===== src/mcpe_pkg.sv =====
package mcpe_pkg;

	// ------------------------------------------------------------
	// packet geometry
	// ------------------------------------------------------------
	localparam int SLOT_COUNT = 8;
	localparam int ROW_WIRES = 3;
	localparam int COL_WIRES = 5;
	localparam int ROW_BITS = 24;
	localparam int COL_BITS = 40;
	localparam int DEV_COUNT = 32;
	localparam logic [2:0] SLOT_IDLE = 3'h0;
	localparam logic [2:0] SLOT_ONE = 3'h1;

	// ------------------------------------------------------------
	// reset values and fixed levels
	// ------------------------------------------------------------
	localparam logic [31:0] DEV_ACTIVE_RESET = 32'h0000_0000;
	localparam logic RESERVED_LEVEL = 1'b0;
	localparam logic [3:0] EDGE_CNT_RESET = 4'h0;
	localparam logic [3:0] EDGE_CNT_DONE = 4'h8;

	// ------------------------------------------------------------
	// row device select pair
	// ------------------------------------------------------------
	localparam logic [1:0] SEL_NONE = 2'h0;
	localparam logic [1:0] SEL_ID4_LOW = 2'h1;
	localparam logic [1:0] SEL_ID4_HIGH = 2'h2;
	localparam logic [1:0] SEL_BROADCAST = 2'h3;

	// ------------------------------------------------------------
	// row commands and their 11-bit opcodes
	// ------------------------------------------------------------
	typedef enum logic [3:0] {
		ROW_ACTIVATE = 4'h0,
		ROW_PRECHARGE = 4'h1,
		ROW_PRE_RELAX = 4'h2,
		ROW_REFRESH = 4'h3,
		ROW_PRE_POSTREF = 4'h4,
		ROW_NAP = 4'h5,
		ROW_COND_NAP = 4'h6,
		ROW_POWER_DOWN = 4'h7,
		ROW_RELAX = 4'h8,
		ROW_TCAL_ENABLE = 4'h9,
		ROW_TCAL = 4'hA,
		ROW_NOOP = 4'hB
	} mcpe_row_op_type;

	localparam logic [10:0] RCODE_PRECHARGE = 11'h600;
	localparam logic [10:0] RCODE_PRE_RELAX = 11'h608;
	localparam logic [10:0] RCODE_REFRESH = 11'h0C0;
	localparam logic [10:0] RCODE_PRE_POSTREF = 11'h540;
	localparam logic [10:0] RCODE_NAP = 11'h020;
	localparam logic [10:0] RCODE_COND_NAP = 11'h030;
	localparam logic [10:0] RCODE_POWER_DOWN = 11'h010;
	localparam logic [10:0] RCODE_RELAX = 11'h008;
	localparam logic [10:0] RCODE_TCAL_ENABLE = 11'h002;
	localparam logic [10:0] RCODE_TCAL = 11'h001;
	localparam logic [10:0] RCODE_NOOP = 11'h000;

	// ------------------------------------------------------------
	// column commands, opcodes and extra opcodes
	// ------------------------------------------------------------
	typedef enum logic [1:0] {
		COL_NOP = 2'h0,
		COL_RETIRE = 2'h1,
		COL_WRITE = 2'h2,
		COL_READ = 2'h3
	} mcpe_col_cmd_type;

	localparam logic [3:0] CCODE_RETIRE = 4'h0;
	localparam logic [3:0] CCODE_WRITE = 4'h1;
	localparam logic [3:0] CCODE_READ = 4'h3;

	typedef enum logic [1:0] {
		XOP_NONE = 2'h0,
		XOP_CAL = 2'h1,
		XOP_CAL_SAMPLE = 2'h2
	} mcpe_xop_type;

	localparam logic [4:0] XOP_CODE_NONE = 5'h00;
	localparam logic [4:0] XOP_CODE_CAL = 5'h08;
	localparam logic [4:0] XOP_CODE_CAL_SAMPLE = 5'h0C;

endpackage


===== src/mcpe_encoder.sv =====
`timescale 1ns/1ps
// What this block does
// - each packet spans four link clocks, one slot per edge, eight slots
// - row packets hold 24 bits, column packets hold 40 bits
// - row packets drive request wires 7 down to 5
// - column packets drive request wires 4 down to 0
// - rows are activated only by row packets, accepted in any active state
// - a non-broadcast row packet makes its addressed device active unless it is a sleep-type command, which parks it
// - a row packet normally goes to a device before any column packet
// - select pair: 00 none, 01 id4 low, 10 id4 high, 11 broadcast
// - cycle 0 holds select pair and device id, cycle 1 bank and reserved
// - cycles 2-3 hold row address or row opcode chosen by select bit
// - precharge, precharge-relax, refresh, post-refresh precharge opcodes
// - nap, conditional nap, power-down, relax, temp-cal and no-op opcodes
// - fixed packet positions are driven exactly, don't-cares either way
// - read and write go only through column packets to active devices
// - a column packet to a device that is not active is refused, not held
// - column packet carries device id, opcode, bank and column address
// - start bit on wire 4 of slot 1, opcode bits 1,0,2 below it
// - start 0 no-op; 000 retire buffer, 001 write, 011 read
// - only no-op, retire, write and read column codes are ever sent
// - mask-format bit 1 carries two byte masks, 0 the extra form
// - extra form: device id, extra opcode and bank after the format bit
// - extra opcodes: none, calibrate, calibrate and sample only
module mcpe_encoder
	import mcpe_pkg::*;
(
	// clock and reset
	input wire logic clk,
	input wire logic nrst,
	// memory clock from the channel
	input wire logic mem_clk,
	// row request
	input wire logic row_req,
	input wire logic [4:0] row_device_id,
	input wire logic row_broadcast,
	input wire logic [4:0] row_bank_addr,
	input wire mcpe_row_op_type row_cmd,
	input wire logic [10:0] row_addr,
	output logic row_ack,
	// column request
	input wire logic col_req,
	input wire logic [4:0] col_device_id,
	input wire mcpe_col_cmd_type col_cmd,
	input wire logic [4:0] col_bank_addr,
	input wire logic [6:0] col_addr,
	input wire logic col_mask_fmt,
	input wire logic [7:0] byte_mask_low,
	input wire logic [7:0] byte_mask_high,
	input wire logic [4:0] extra_device_id,
	input wire mcpe_xop_type extra_op,
	input wire logic [4:0] extra_bank_addr,
	output logic col_ack,
	output logic col_refused,
	// status
	output logic [31:0] dev_active,
	output logic row_busy,
	output logic col_busy,
	// channel request wires
	output logic [7:0] request_wires
);

	// ------------------------------------------------------------
	// link clock synchroniser and edge finder
	// ------------------------------------------------------------
	logic link_sync1_reg;
	logic link_sync2_reg;
	logic link_prev_reg;
	logic rise_hit;
	logic fall_hit;
	logic edge_hit;

	// two flops before any logic looks at the memory clock
	always_ff @(posedge clk or negedge nrst) begin
		if (!nrst) begin
			link_sync1_reg <= 1'b0;
			link_sync2_reg <= 1'b0;
			link_prev_reg <= 1'b0;
		end else begin
			link_sync1_reg <= mem_clk;
			link_sync2_reg <= link_sync1_reg;
			link_prev_reg <= link_sync2_reg;
		end
	end

	// both edges carry data, rising edge opens a packet
	assign rise_hit = link_sync2_reg && !link_prev_reg;
	assign fall_hit = !link_sync2_reg && link_prev_reg;
	assign edge_hit = rise_hit || fall_hit;

	// ------------------------------------------------------------
	// row packet assembly
	// ------------------------------------------------------------
	logic [1:0] sel_pair;
	logic activate_select;
	logic [10:0] row_opcode;
	logic [10:0] row_field;
	logic [ROW_BITS-1:0] row_packet;
	logic row_sleep;

	// opcode table; activate leaves opcode unused
	assign row_opcode = (row_cmd == ROW_PRECHARGE) ? RCODE_PRECHARGE :
		(row_cmd == ROW_PRE_RELAX) ? RCODE_PRE_RELAX :
		(row_cmd == ROW_REFRESH) ? RCODE_REFRESH :
		(row_cmd == ROW_PRE_POSTREF) ? RCODE_PRE_POSTREF :
		(row_cmd == ROW_NAP) ? RCODE_NAP :
		(row_cmd == ROW_COND_NAP) ? RCODE_COND_NAP :
		(row_cmd == ROW_POWER_DOWN) ? RCODE_POWER_DOWN :
		(row_cmd == ROW_RELAX) ? RCODE_RELAX :
		(row_cmd == ROW_TCAL_ENABLE) ? RCODE_TCAL_ENABLE :
		(row_cmd == ROW_TCAL) ? RCODE_TCAL : RCODE_NOOP;

	// the only path to sensing a row is this select bit
	assign activate_select = (row_cmd == ROW_ACTIVATE);
	assign row_field = activate_select ? row_addr : row_opcode;

	// select pair carries id bit 4 unless broadcasting
	assign sel_pair = row_broadcast ? SEL_BROADCAST :
		(row_device_id[4] ? SEL_ID4_HIGH : SEL_ID4_LOW);

	// slot 0 first; every position fixed, so no don't-care is left open
	assign row_packet = {
		sel_pair, row_device_id[3],
		row_device_id[2], row_device_id[1], row_device_id[0],
		row_bank_addr[0], row_bank_addr[1], row_bank_addr[2],
		row_bank_addr[3], row_bank_addr[4], RESERVED_LEVEL,
		row_field[10], row_field[9], activate_select,
		row_field[8], row_field[7], row_field[6],
		row_field[5:0]
	};

	// commands that leave the device outside the active state
	assign row_sleep = (row_cmd == ROW_NAP) || (row_cmd == ROW_COND_NAP) ||
		(row_cmd == ROW_POWER_DOWN) || (row_cmd == ROW_RELAX) ||
		(row_cmd == ROW_PRE_RELAX);

	// ------------------------------------------------------------
	// column packet assembly
	// ------------------------------------------------------------
	logic col_start;
	logic [3:0] col_opcode;
	logic [4:0] extra_code;
	logic [15:0] mask_bits;
	logic [4:0] col_slot2;
	logic [4:0] col_slot3;
	logic [4:0] col_slot4;
	logic [4:0] col_slot5;
	logic [COL_BITS-1:0] col_packet;

	// only the four legal codes can be formed; bit 3 driven low
	assign col_start = (col_cmd != COL_NOP);
	assign col_opcode = (col_cmd == COL_WRITE) ? CCODE_WRITE :
		(col_cmd == COL_READ) ? CCODE_READ : CCODE_RETIRE;

	// reserved extra codes have no input value that reaches them
	assign extra_code = (extra_op == XOP_CAL) ? XOP_CODE_CAL :
		(extra_op == XOP_CAL_SAMPLE) ? XOP_CODE_CAL_SAMPLE : XOP_CODE_NONE;

	// mask form fills the sixteen positions the extra form uses
	assign mask_bits = {byte_mask_low, byte_mask_high};
	assign col_slot2 = col_mask_fmt ? mask_bits[15:11] : extra_device_id;
	assign col_slot3 = col_mask_fmt ? mask_bits[10:6] : extra_code;
	assign col_slot4 = col_mask_fmt ? {mask_bits[5:2], col_opcode[3]} :
		{RESERVED_LEVEL, extra_bank_addr[4:2], col_opcode[3]};
	assign col_slot5 = col_mask_fmt ?
		{mask_bits[1:0], RESERVED_LEVEL, col_bank_addr[4:3]} :
		{extra_bank_addr[1:0], RESERVED_LEVEL, col_bank_addr[4:3]};

	// slot 0 device id, slot 1 start, format and opcode
	assign col_packet = {
		col_device_id,
		col_start, col_mask_fmt, col_opcode[1], col_opcode[0], col_opcode[2],
		col_slot2,
		col_slot3,
		col_slot4,
		col_slot5,
		col_addr[6], col_addr[5], col_bank_addr[2:0],
		col_addr[4:0]
	};

	// ------------------------------------------------------------
	// device state tracking and request gating
	// ------------------------------------------------------------
	logic [31:0] dev_active_reg;
	logic [31:0] dev_active_next;
	logic [31:0] dev_onehot;
	logic row_can_start;
	logic col_can_start;
	logic col_target_ok;

	assign dev_onehot = 32'h0000_0001 << row_device_id;

	// any addressed row wakes its device; sleep-type commands park it
	always_comb begin
		dev_active_next = dev_active_reg;
		if (row_ack) begin
			if (row_broadcast) begin
				if (row_sleep) begin
					dev_active_next = DEV_ACTIVE_RESET;
				end
			end else if (row_sleep) begin
				dev_active_next = dev_active_reg & ~dev_onehot;
			end else begin
				dev_active_next = dev_active_reg | dev_onehot;
			end
		end
	end

	// all devices start in standby, so a row must come first
	always_ff @(posedge clk or negedge nrst) begin
		if (!nrst) begin
			dev_active_reg <= DEV_ACTIVE_RESET;
		end else begin
			dev_active_reg <= dev_active_next;
		end
	end

	// rows go out whatever the device state; columns need an active target
	assign col_target_ok = dev_active_reg[col_device_id];
	assign row_ack = row_can_start && row_req;
	assign col_ack = col_can_start && col_req && col_target_ok;
	assign col_refused = col_can_start && col_req && !col_target_ok;
	assign dev_active = dev_active_reg;

	// ------------------------------------------------------------
	// lane serializers
	// ------------------------------------------------------------
	logic [ROW_WIRES-1:0] row_wires;
	logic [COL_WIRES-1:0] col_wires;

	mcpe_lane_serializer #(
		.WIDTH(ROW_WIRES)
	) u_row_lane (
		.clk(clk),
		.nrst(nrst),
		.edge_hit(edge_hit),
		.rise_hit(rise_hit),
		.load(row_req),
		.packet(row_packet),
		.wires(row_wires),
		.busy(row_busy),
		.can_start(row_can_start)
	);

	mcpe_lane_serializer #(
		.WIDTH(COL_WIRES)
	) u_col_lane (
		.clk(clk),
		.nrst(nrst),
		.edge_hit(edge_hit),
		.rise_hit(rise_hit),
		.load(col_ack),
		.packet(col_packet),
		.wires(col_wires),
		.busy(col_busy),
		.can_start(col_can_start)
	);

	// upper wires carry rows, lower wires carry columns
	assign request_wires = {row_wires, col_wires};

	// ------------------------------------------------------------
	// checks
	// ------------------------------------------------------------
	logic [3:0] row_edge_cnt_reg;

	// counts link edges of the current row packet, for the length check
	always_ff @(posedge clk or negedge nrst) begin
		if (!nrst) begin
			row_edge_cnt_reg <= EDGE_CNT_RESET;
		end else if (row_ack) begin
			row_edge_cnt_reg <= EDGE_CNT_RESET;
		end else if (edge_hit && row_busy) begin
			row_edge_cnt_reg <= row_edge_cnt_reg + 4'h1;
		end
	end
endmodule


===== src/mcpe_lane_serializer.sv =====
`timescale 1ns/1ps
module mcpe_lane_serializer
	import mcpe_pkg::*;
#(
	parameter int WIDTH = 3
) (
	// clock and reset
	input wire logic clk,
	input wire logic nrst,
	// link clock edges, already synchronised
	input wire logic edge_hit,
	input wire logic rise_hit,
	// packet offered by the scheduler
	input wire logic load,
	input wire logic [WIDTH*SLOT_COUNT-1:0] packet,
	// lane outputs
	output logic [WIDTH-1:0] wires,
	output logic busy,
	output logic can_start
);

	// ------------------------------------------------------------
	// slot bookkeeping
	// ------------------------------------------------------------
	logic [2:0] slot_reg;
	logic [WIDTH*SLOT_COUNT-1:0] packet_reg;
	logic [WIDTH-1:0] wires_reg;
	logic busy_reg;
	logic running;
	logic [WIDTH-1:0] first_slot;
	logic [WIDTH-1:0] next_slot;

	// slot 0 sits in the top bits of the packet vector
	assign running = (slot_reg != SLOT_IDLE);
	assign can_start = rise_hit && !running;
	assign first_slot = packet[WIDTH*SLOT_COUNT-1 -: WIDTH];
	assign next_slot = packet_reg[(SLOT_COUNT - 1 - int'(slot_reg)) * WIDTH +: WIDTH];
	assign wires = wires_reg;
	assign busy = busy_reg;

	// one slot per link edge; a new packet only starts on a rising edge
	always_ff @(posedge clk or negedge nrst) begin
		if (!nrst) begin
			slot_reg <= SLOT_IDLE;
			packet_reg <= '0;
			wires_reg <= '0;
			busy_reg <= 1'b0;
		end else if (edge_hit) begin
			if (running) begin
				wires_reg <= next_slot;
				slot_reg <= slot_reg + SLOT_ONE;
			end else if (can_start && load) begin
				wires_reg <= first_slot;
				packet_reg <= packet;
				slot_reg <= SLOT_ONE;
				busy_reg <= 1'b1;
			end else begin
				wires_reg <= '0; // idle lane reads as no packet
				busy_reg <= 1'b0;
			end
		end
	end

endmodule


===== config.mk =====
export PLATFORM = sky130hd
export DESIGN_NAME = mcpe_encoder
export DESIGN_NICKNAME = d
export VERILOG_FILES = /design/src/mcpe_pkg.sv /design/src/mcpe_encoder.sv /design/src/mcpe_lane_serializer.sv
export SDC_FILE = /design/constraint.sdc
export NUM_CORES = 1
export LEC_CHECK = 0
export BUFFER_PORTS_ARGS = -buffer_cell sky130_fd_sc_hd__buf_2
export CORE_AREA = 2 2 126 128
export CTS_BUF_LIST = sky130_fd_sc_hd__clkbuf_4
export DETAILED_ROUTE_END_ITERATION = 8
export DIE_AREA = 0 0 128 130
export HOLD_SLACK_MARGIN = 0.02
export PLACE_DENSITY = 0.71
export SYNTH_ARGS = -nofsm -noshare
export SYNTH_HDL_FRONTEND = slang
export SYNTH_SLANG_ARGS = --single-unit

===== constraint.sdc =====
create_clock -name clk -period 3.91 [get_ports clk]
set_input_delay 0.391 -clock clk [delete_from_list [all_inputs] [get_ports clk]]
set_output_delay 0.391 -clock clk [all_outputs]
set_load 0.03 [all_outputs]

=== Word-level counts from Yosys, hierarchy flattened ===
Cells that the tools add are included.

* Register bits: 114
* Input port bits: 79
* Output and inout bits: 45

* $add $sub $neg: 4
* Multipliers: 2
* Magnitude comparators: 1
* Equal/unequal tests: 15
* Shift-type cells: 3
* Muxes and demuxes: 36
* Bitwise operators: 5
* Reductions and logical operators: 32

{| class="wikitable"
|+ Operators with widths
! cell !! count
|-
| $mux 32 || 3
|-
| $mux 11 || 5
|-
| $shiftx 40x32->5 || 1
|-
| $mux 5 || 7
|-
| $and 32x32->32 || 1
|-
| $mul 32x3->32 const B || 1
|-
| $mul 32x4->32 const B || 1
|-
| $not 32->32 || 1
|-
| $or 32x32->32 || 1
|-
| $shiftx 24x32->3 || 1
|-
| $shl 1x5->32 const A || 1
|-
| $mux 3 || 6
|-
| $eq 4x3->1 const B || 4
|-
| $eq 4x4->1 const B || 3
|-
| $mux 4 || 3
|-
| $mux 6 || 2
|-
| $mux 2 || 5
|-
| $reduce_and 2->1 || 5
|-
| $logic_and 1x1->1 || 9
|-
| $eq 4x2->1 const B || 2
|-
| $sub 3x3->4 const A || 2
|-
| $add 3x1->3 const B || 2
|-
| $eq 2x2->1 const B || 3
|-
| $lt 5x6->1 const B || 1
|-
| 12 further kinds || 28
|}

=== Logic depth before layout (Yosys ltp) ===
* Depth after elaboration: 12
* Gate-level depth with buffers: 13
* Mapped depth without buffers: 10

=== Hierarchy ===
A second synthesis with hierarchy kept.

* Cells, all modules: 816
* Area, all modules: 7827.5 um^2

{| class="wikitable"
|+ By module, submodules not included
! module !! times used !! cells an instance !! area each (um^2) !! seq. area each (um^2)
|-
| mcpe_lane_serializer at u_col_lane || 1 || 369 || 3485.8 || 1226.2
|-
| mcpe_encoder || 1 || 307 || 2503.7 || 875.8
|-
| mcpe_lane_serializer at u_row_lane || 1 || 140 || 1838.0 || 775.7
|}

=== Least setup slack after synthesis ===
Ideal clock, no wire load.

* Kind: reg2reg
* From: register u_row_lane.slot_reg[0]
* To: register u_row_lane.wires_reg[0], in the netlist u_row_lane.wires[0]
* Library setup time: 0.131 ns
* Data arrival time: 2.780 ns
* Data required time: 3.779 ns
* Slack: 1.000 ns
* Cell stages (with the launch flop): 14
* Buffers on the path: 4
* Period minus slack after synthesis: 2.910 ns
* Cell sequence: dfrtp_1 -> buf_6 -> buf_8 -> buf_2 -> inv_1 -> ha_1 -> ha_1 -> clkbuf_1 -> mux4_2 -> nor2b_1 -> a211oi_1 -> a211oi_1 -> a31oi_1 -> o211ai_1

* Longest elaborated chain between the ends: 6
* Elaborated cells between the ends (all ways): 9
* Classes of those cells: 1 x add/sub; 1 x mul; 1 x shift; 2 x mux; 4 x reduce/logical

{| class="wikitable"
|+ Ends and longest elaborated chain
! element !! RTL line !! text
|-
| start: declaration || mcpe_lane_serializer.sv:25 || <nowiki>logic [2:0] slot_reg;</nowiki>
|-
| start signal: assignment || mcpe_lane_serializer.sv:51 || <nowiki>slot_reg <= slot_reg + SLOT_ONE;</nowiki>
|-
| branches (longest 5 deep; another with $mul 32x3->32) || -- ||
|-
| $mux 3 * || mcpe_lane_serializer.sv:49 || <nowiki>if (running) begin</nowiki>
|-
| end signal: assignment || mcpe_lane_serializer.sv:50 || <nowiki>wires_reg <= next_slot;</nowiki>
|-
| end signal: assignment || mcpe_lane_serializer.sv:53 || <nowiki>wires_reg <= first_slot;</nowiki>
|-
| end: declaration || mcpe_lane_serializer.sv:27 || <nowiki>logic [WIDTH-1:0] wires_reg;</nowiki>
|}

Mark *: on every way between the ends.
A chain may end at the register's enable or synchronous reset.

=== Final worst setup path ===
* From: register u_col_lane.slot_reg[0]
* To: register u_col_lane.packet_reg[16]

* Longest elaborated chain between the ends: 7
* Elaborated cells between the ends (all ways): 8
* Classes of those cells: 1 x bitwise; 7 x reduce/logical

{| class="wikitable"
|+ Ends and longest elaborated chain
! element !! RTL line !! text
|-
| start: declaration || mcpe_lane_serializer.sv:25 ||
|-
| start signal: assignment || mcpe_lane_serializer.sv:51 ||
|-
| $reduce_bool 3->1 * || mcpe_lane_serializer.sv:34 || <nowiki>assign running = (slot_reg != SLOT_IDLE);</nowiki>
|-
| $logic_not 1->1 || mcpe_lane_serializer.sv:35 || <nowiki>assign can_start = rise_hit && !running;</nowiki>
|-
| $logic_and 1x1->1 || mcpe_lane_serializer.sv:35 ||
|-
| $logic_and 1x1->1 (2 in series) || mcpe_encoder.sv:221 || <nowiki>assign col_ack = col_can_start && col_req && col_target_ok;</nowiki>
|-
| $logic_and 1x1->1 || mcpe_lane_serializer.sv:52 || <nowiki>end else if (can_start && load) begin</nowiki>
|-
| $reduce_and 3->1 (no line) * || -- ||
|-
| end signal: assignment || mcpe_lane_serializer.sv:54 || <nowiki>packet_reg <= packet;</nowiki>
|-
| end: declaration || mcpe_lane_serializer.sv:26 || <nowiki>logic [WIDTH*SLOT_COUNT-1:0] packet_reg;</nowiki>
|}

Mark *: on every way between the ends. The rest lies on a longest branch, timed or not.

==> results.md <==
- Maximum vdd ir drop: 0.340 mV
- Netlist Area Pre-Place: 7450 µm²
- Setup crit end kind: flip-flop
- M2 GR Usage: 0.399
- Post-route clock period utilization: 0.780
- Global-route wire length before repair: 30.7 mm
- First-pass iteration count of the detailed router: 5
- # clock sinks: 111
- Clock power share: 0.104
- I/O pins: 124
- Post-synth top area share: 0.373
- Max Cap Violations: 0
- Synth Instances: 762
- Synth area leaders: dfrtp_1, mux2i_1, mux4_2
- FMAX: 0.328 GHz
- Switch Pwr: 2210 µW
- Fin Setup TNS: 0 ns
- Max Slew Vio Count: 0
- CP Launch Type: flip-flop
- Final Skew: between 0.02 and 0.03 ns
- Starting Density: 0.483
- Pwr Total: 5050 µW
- CTS max path bufs: 2
- Max-Slew Margin vs Limit: 0.357
- Synth Net Count: 854
- Sequential-to-total area share from yosys stat: 0.373
- Final hold violations: 0
- Cell Area, Placed: 8070 µm²
- Share of layout cells above drive strength 1: 0.273
- CTS buffer count: 9
- Unrepaired setup endpoints after global routing: false
- # fillers: 1439
- Post-route setup slack: 0.861 ns
- Postcts setup bufs: 0
- Area of the multi-input gates: 4270 µm²
- IO buf count: ~120
- DRC: 0
- Slew @ Worst Pin: 0.956 ns
- GRT busiest layer: met2
- Post_cts resized: 0
- Synthesis-to-finish area growth: 10.1%
- TritonCTS clock tree: yes
- Sequential power share: 0.322
- Grt met1 use: 0.306
- Async set-or-reset flop fraction in the synthesized netlist: 1.00
- Placement Rows: 46
- Warnings from Yosys: 0
- Largest net degree at the start of global routing: between 50 and 60
- Clock Latency Late Sink: 0.49 ns
- Worst EP required: 4.29 ns
- Gr usage total: 0.230
- Most instantiated cells after synthesis: dfrtp_1, nand2_1, o21ai_0
- Standby leakage power: 0.00392 µW
- Vias: 6239
- Root Driver: clkbuf_4
- Avg Inst Size Synth: 9.77 µm²
- Post-DP HPWL: 13.6 mm
- Prevailing post-synth register cell: dfrtp_1
- Dpl ws: 0.901 ns
- Ant diodes: 0
- Comb pwr share: 0.573
- Status: finished, final reports clean
- Worst-path fanout max: 19
- GR Util met3: 0.0377
- DRT iter0 DRCs: about 560
- Initial antenna violation count: 0
- Final worst path period need: 3.05 ns
- Die Wd: approximately 130 µm
- Gpl congestion: 0.906
- Total wire length: between 15 and 20 mm
- Synthesis-stage register bit count: 111
- Core area: between 15000 and 20000 µm²
- WL/cell: 18.0 µm
- Via density: 5.96
- Worst hold path type: input port to flip-flop
- Max FFs per register: 37
- Crit Path Class: flip-flop to flip-flop
- Clock transition at path regs: 0.17 ns
- Nets: 943
- Setup Viol. Count Final: 0
- Cell taking the most area after synthesis: dfrtp_1
- Count leader, synth: dfrtp_1
- Finished Cell Area: between 8000 and 9000 µm²
- Post-synth EDFFs: 0
- Yosys cell types: 60
- Gr ovfl total: 0
- Chip height: 130 µm
- Sw Ratio: 0.439
- Register area: 2780 µm²
- Internal Power: 2830 µW
- Critical path arrival: around 3.4 ns
- PwrDens: 615 nW/µm²
- Vias in the first global route: 6179
- Hold WS: between 0.07 and 0.08 ns
- Die area: 16600 µm²
- H-Tree Depth: 3
- Routed Antenna Nets: 0
## per-layer routing
layer | wire length, µm | part of all wire
met1 | 8160 | 0.43
met2 | 9460 | 0.50
met3 | 935 | 0.050
met4 | 305 | 0.016
met5 | 0 | 0
## power groups by stage
stage / Sequential [µW] / Clock [µW] / Combinational (µW)
5_1_grt: 1660 / 590 / 3190
4_1_cts: 1620 / 543 / 2900
3_3_place_gp: 1640 / 0 / 2840
3_5_place_dp: 1650 / 0 / 2890
2_1_floorplan: 1690 / 0 / 2290
6_report: 1630 / 526 / 2890
## worst max-delay path, stage by stage, from the launching register on
cell,delay [ns]
dfrtp_2,0.43
inv_1,0.36
ha_1,0.21
nor2b_1,0.32
nand3_1,0.15
nor2_1,0.20
o21a_2,0.51
buf_4,0.43
mux2_4,0.33
## logic make-up after synthesis
logic type               count (synthesis)  share of synthesized area
AND/OR/NAND/NOR                        215                      0.134
AO/OA/AOI/OAI                          205                      0.167
multiplexers                           135                      0.247
flip-flops                             111                      0.373
buffers and inverters                   80                     0.0543
adder cells (fa/ha/maj)                 13                     0.0218
XOR/XNOR                                 3                    0.00353
## timing repair
item / CTS / global route
endpoints found under the hold margin: 57 / 0
setup endpoints to repair: 0 / 0
hold buffers: 2 / 0
## through the flow
| stage | instances | utilization |
|---|---|---|
| final | 1047 | 0.532 |
| after global routing | 1047 | 0.532 |
| after CTS | 1047 | 0.532 |
| after detailed placement | 1030 | 0.523 |
| after global placement | 1030 | 0.523 |
| after floorplan | 762 | - |
## path summary, 6_finish.rpt
check                      slack, ns                                from                                     to  cells after the start
min                             0.08                    row_bank_addr[3]  u_row_lane.packet_reg[14]$_DFFE_PN0P_                      3
max in group asynchronous       2.51                                nrst     u_col_lane.slot_reg[0]$_DFFE_PN0P_                      3
min reg2reg                     0.39            link_sync1_reg$_DFF_PN0_               link_sync2_reg$_DFF_PN0_                      0
max                             0.86  u_col_lane.slot_reg[0]$_DFFE_PN0P_  u_col_lane.packet_reg[16]$_DFFE_PN0P_                      8
max reg2reg                     0.86  u_col_lane.slot_reg[0]$_DFFE_PN0P_  u_col_lane.packet_reg[16]$_DFFE_PN0P_                      8
min in group asynchronous       0.50                                nrst  u_col_lane.packet_reg[26]$_DFFE_PN0P_                      2
## area by class of cell
| type | count | share of cell area |
|---|---|---|
| Tap cell | 192 | 0.0293 |
| Sequential cell | 111 | 0.339 |
| Clock inverter | 6 | 0.00549 |
| Clock buffer | 9 | 0.00824 |
| Multi-Input combinational cell | 571 | 0.520 |
| Inverter | 23 | 0.0105 |
| Timing Repair Buffer | 135 | 0.0870 |
## cells in the final DEF, fill, tap and decap left out, types with 14 or more instances in the layout
cell type	instances
buf_2	122
inv_1	23
dfrtp_1	109
nand2_1	103
nor2_1	27
nand3_1	19
mux2_2	28
mux4_2	21
mux2i_1	57
o21ai_0	86
mux2_4	25
nor2b_1	14
a21oi_1	45
No activity file was read; power rests on OpenSTA's default activity.
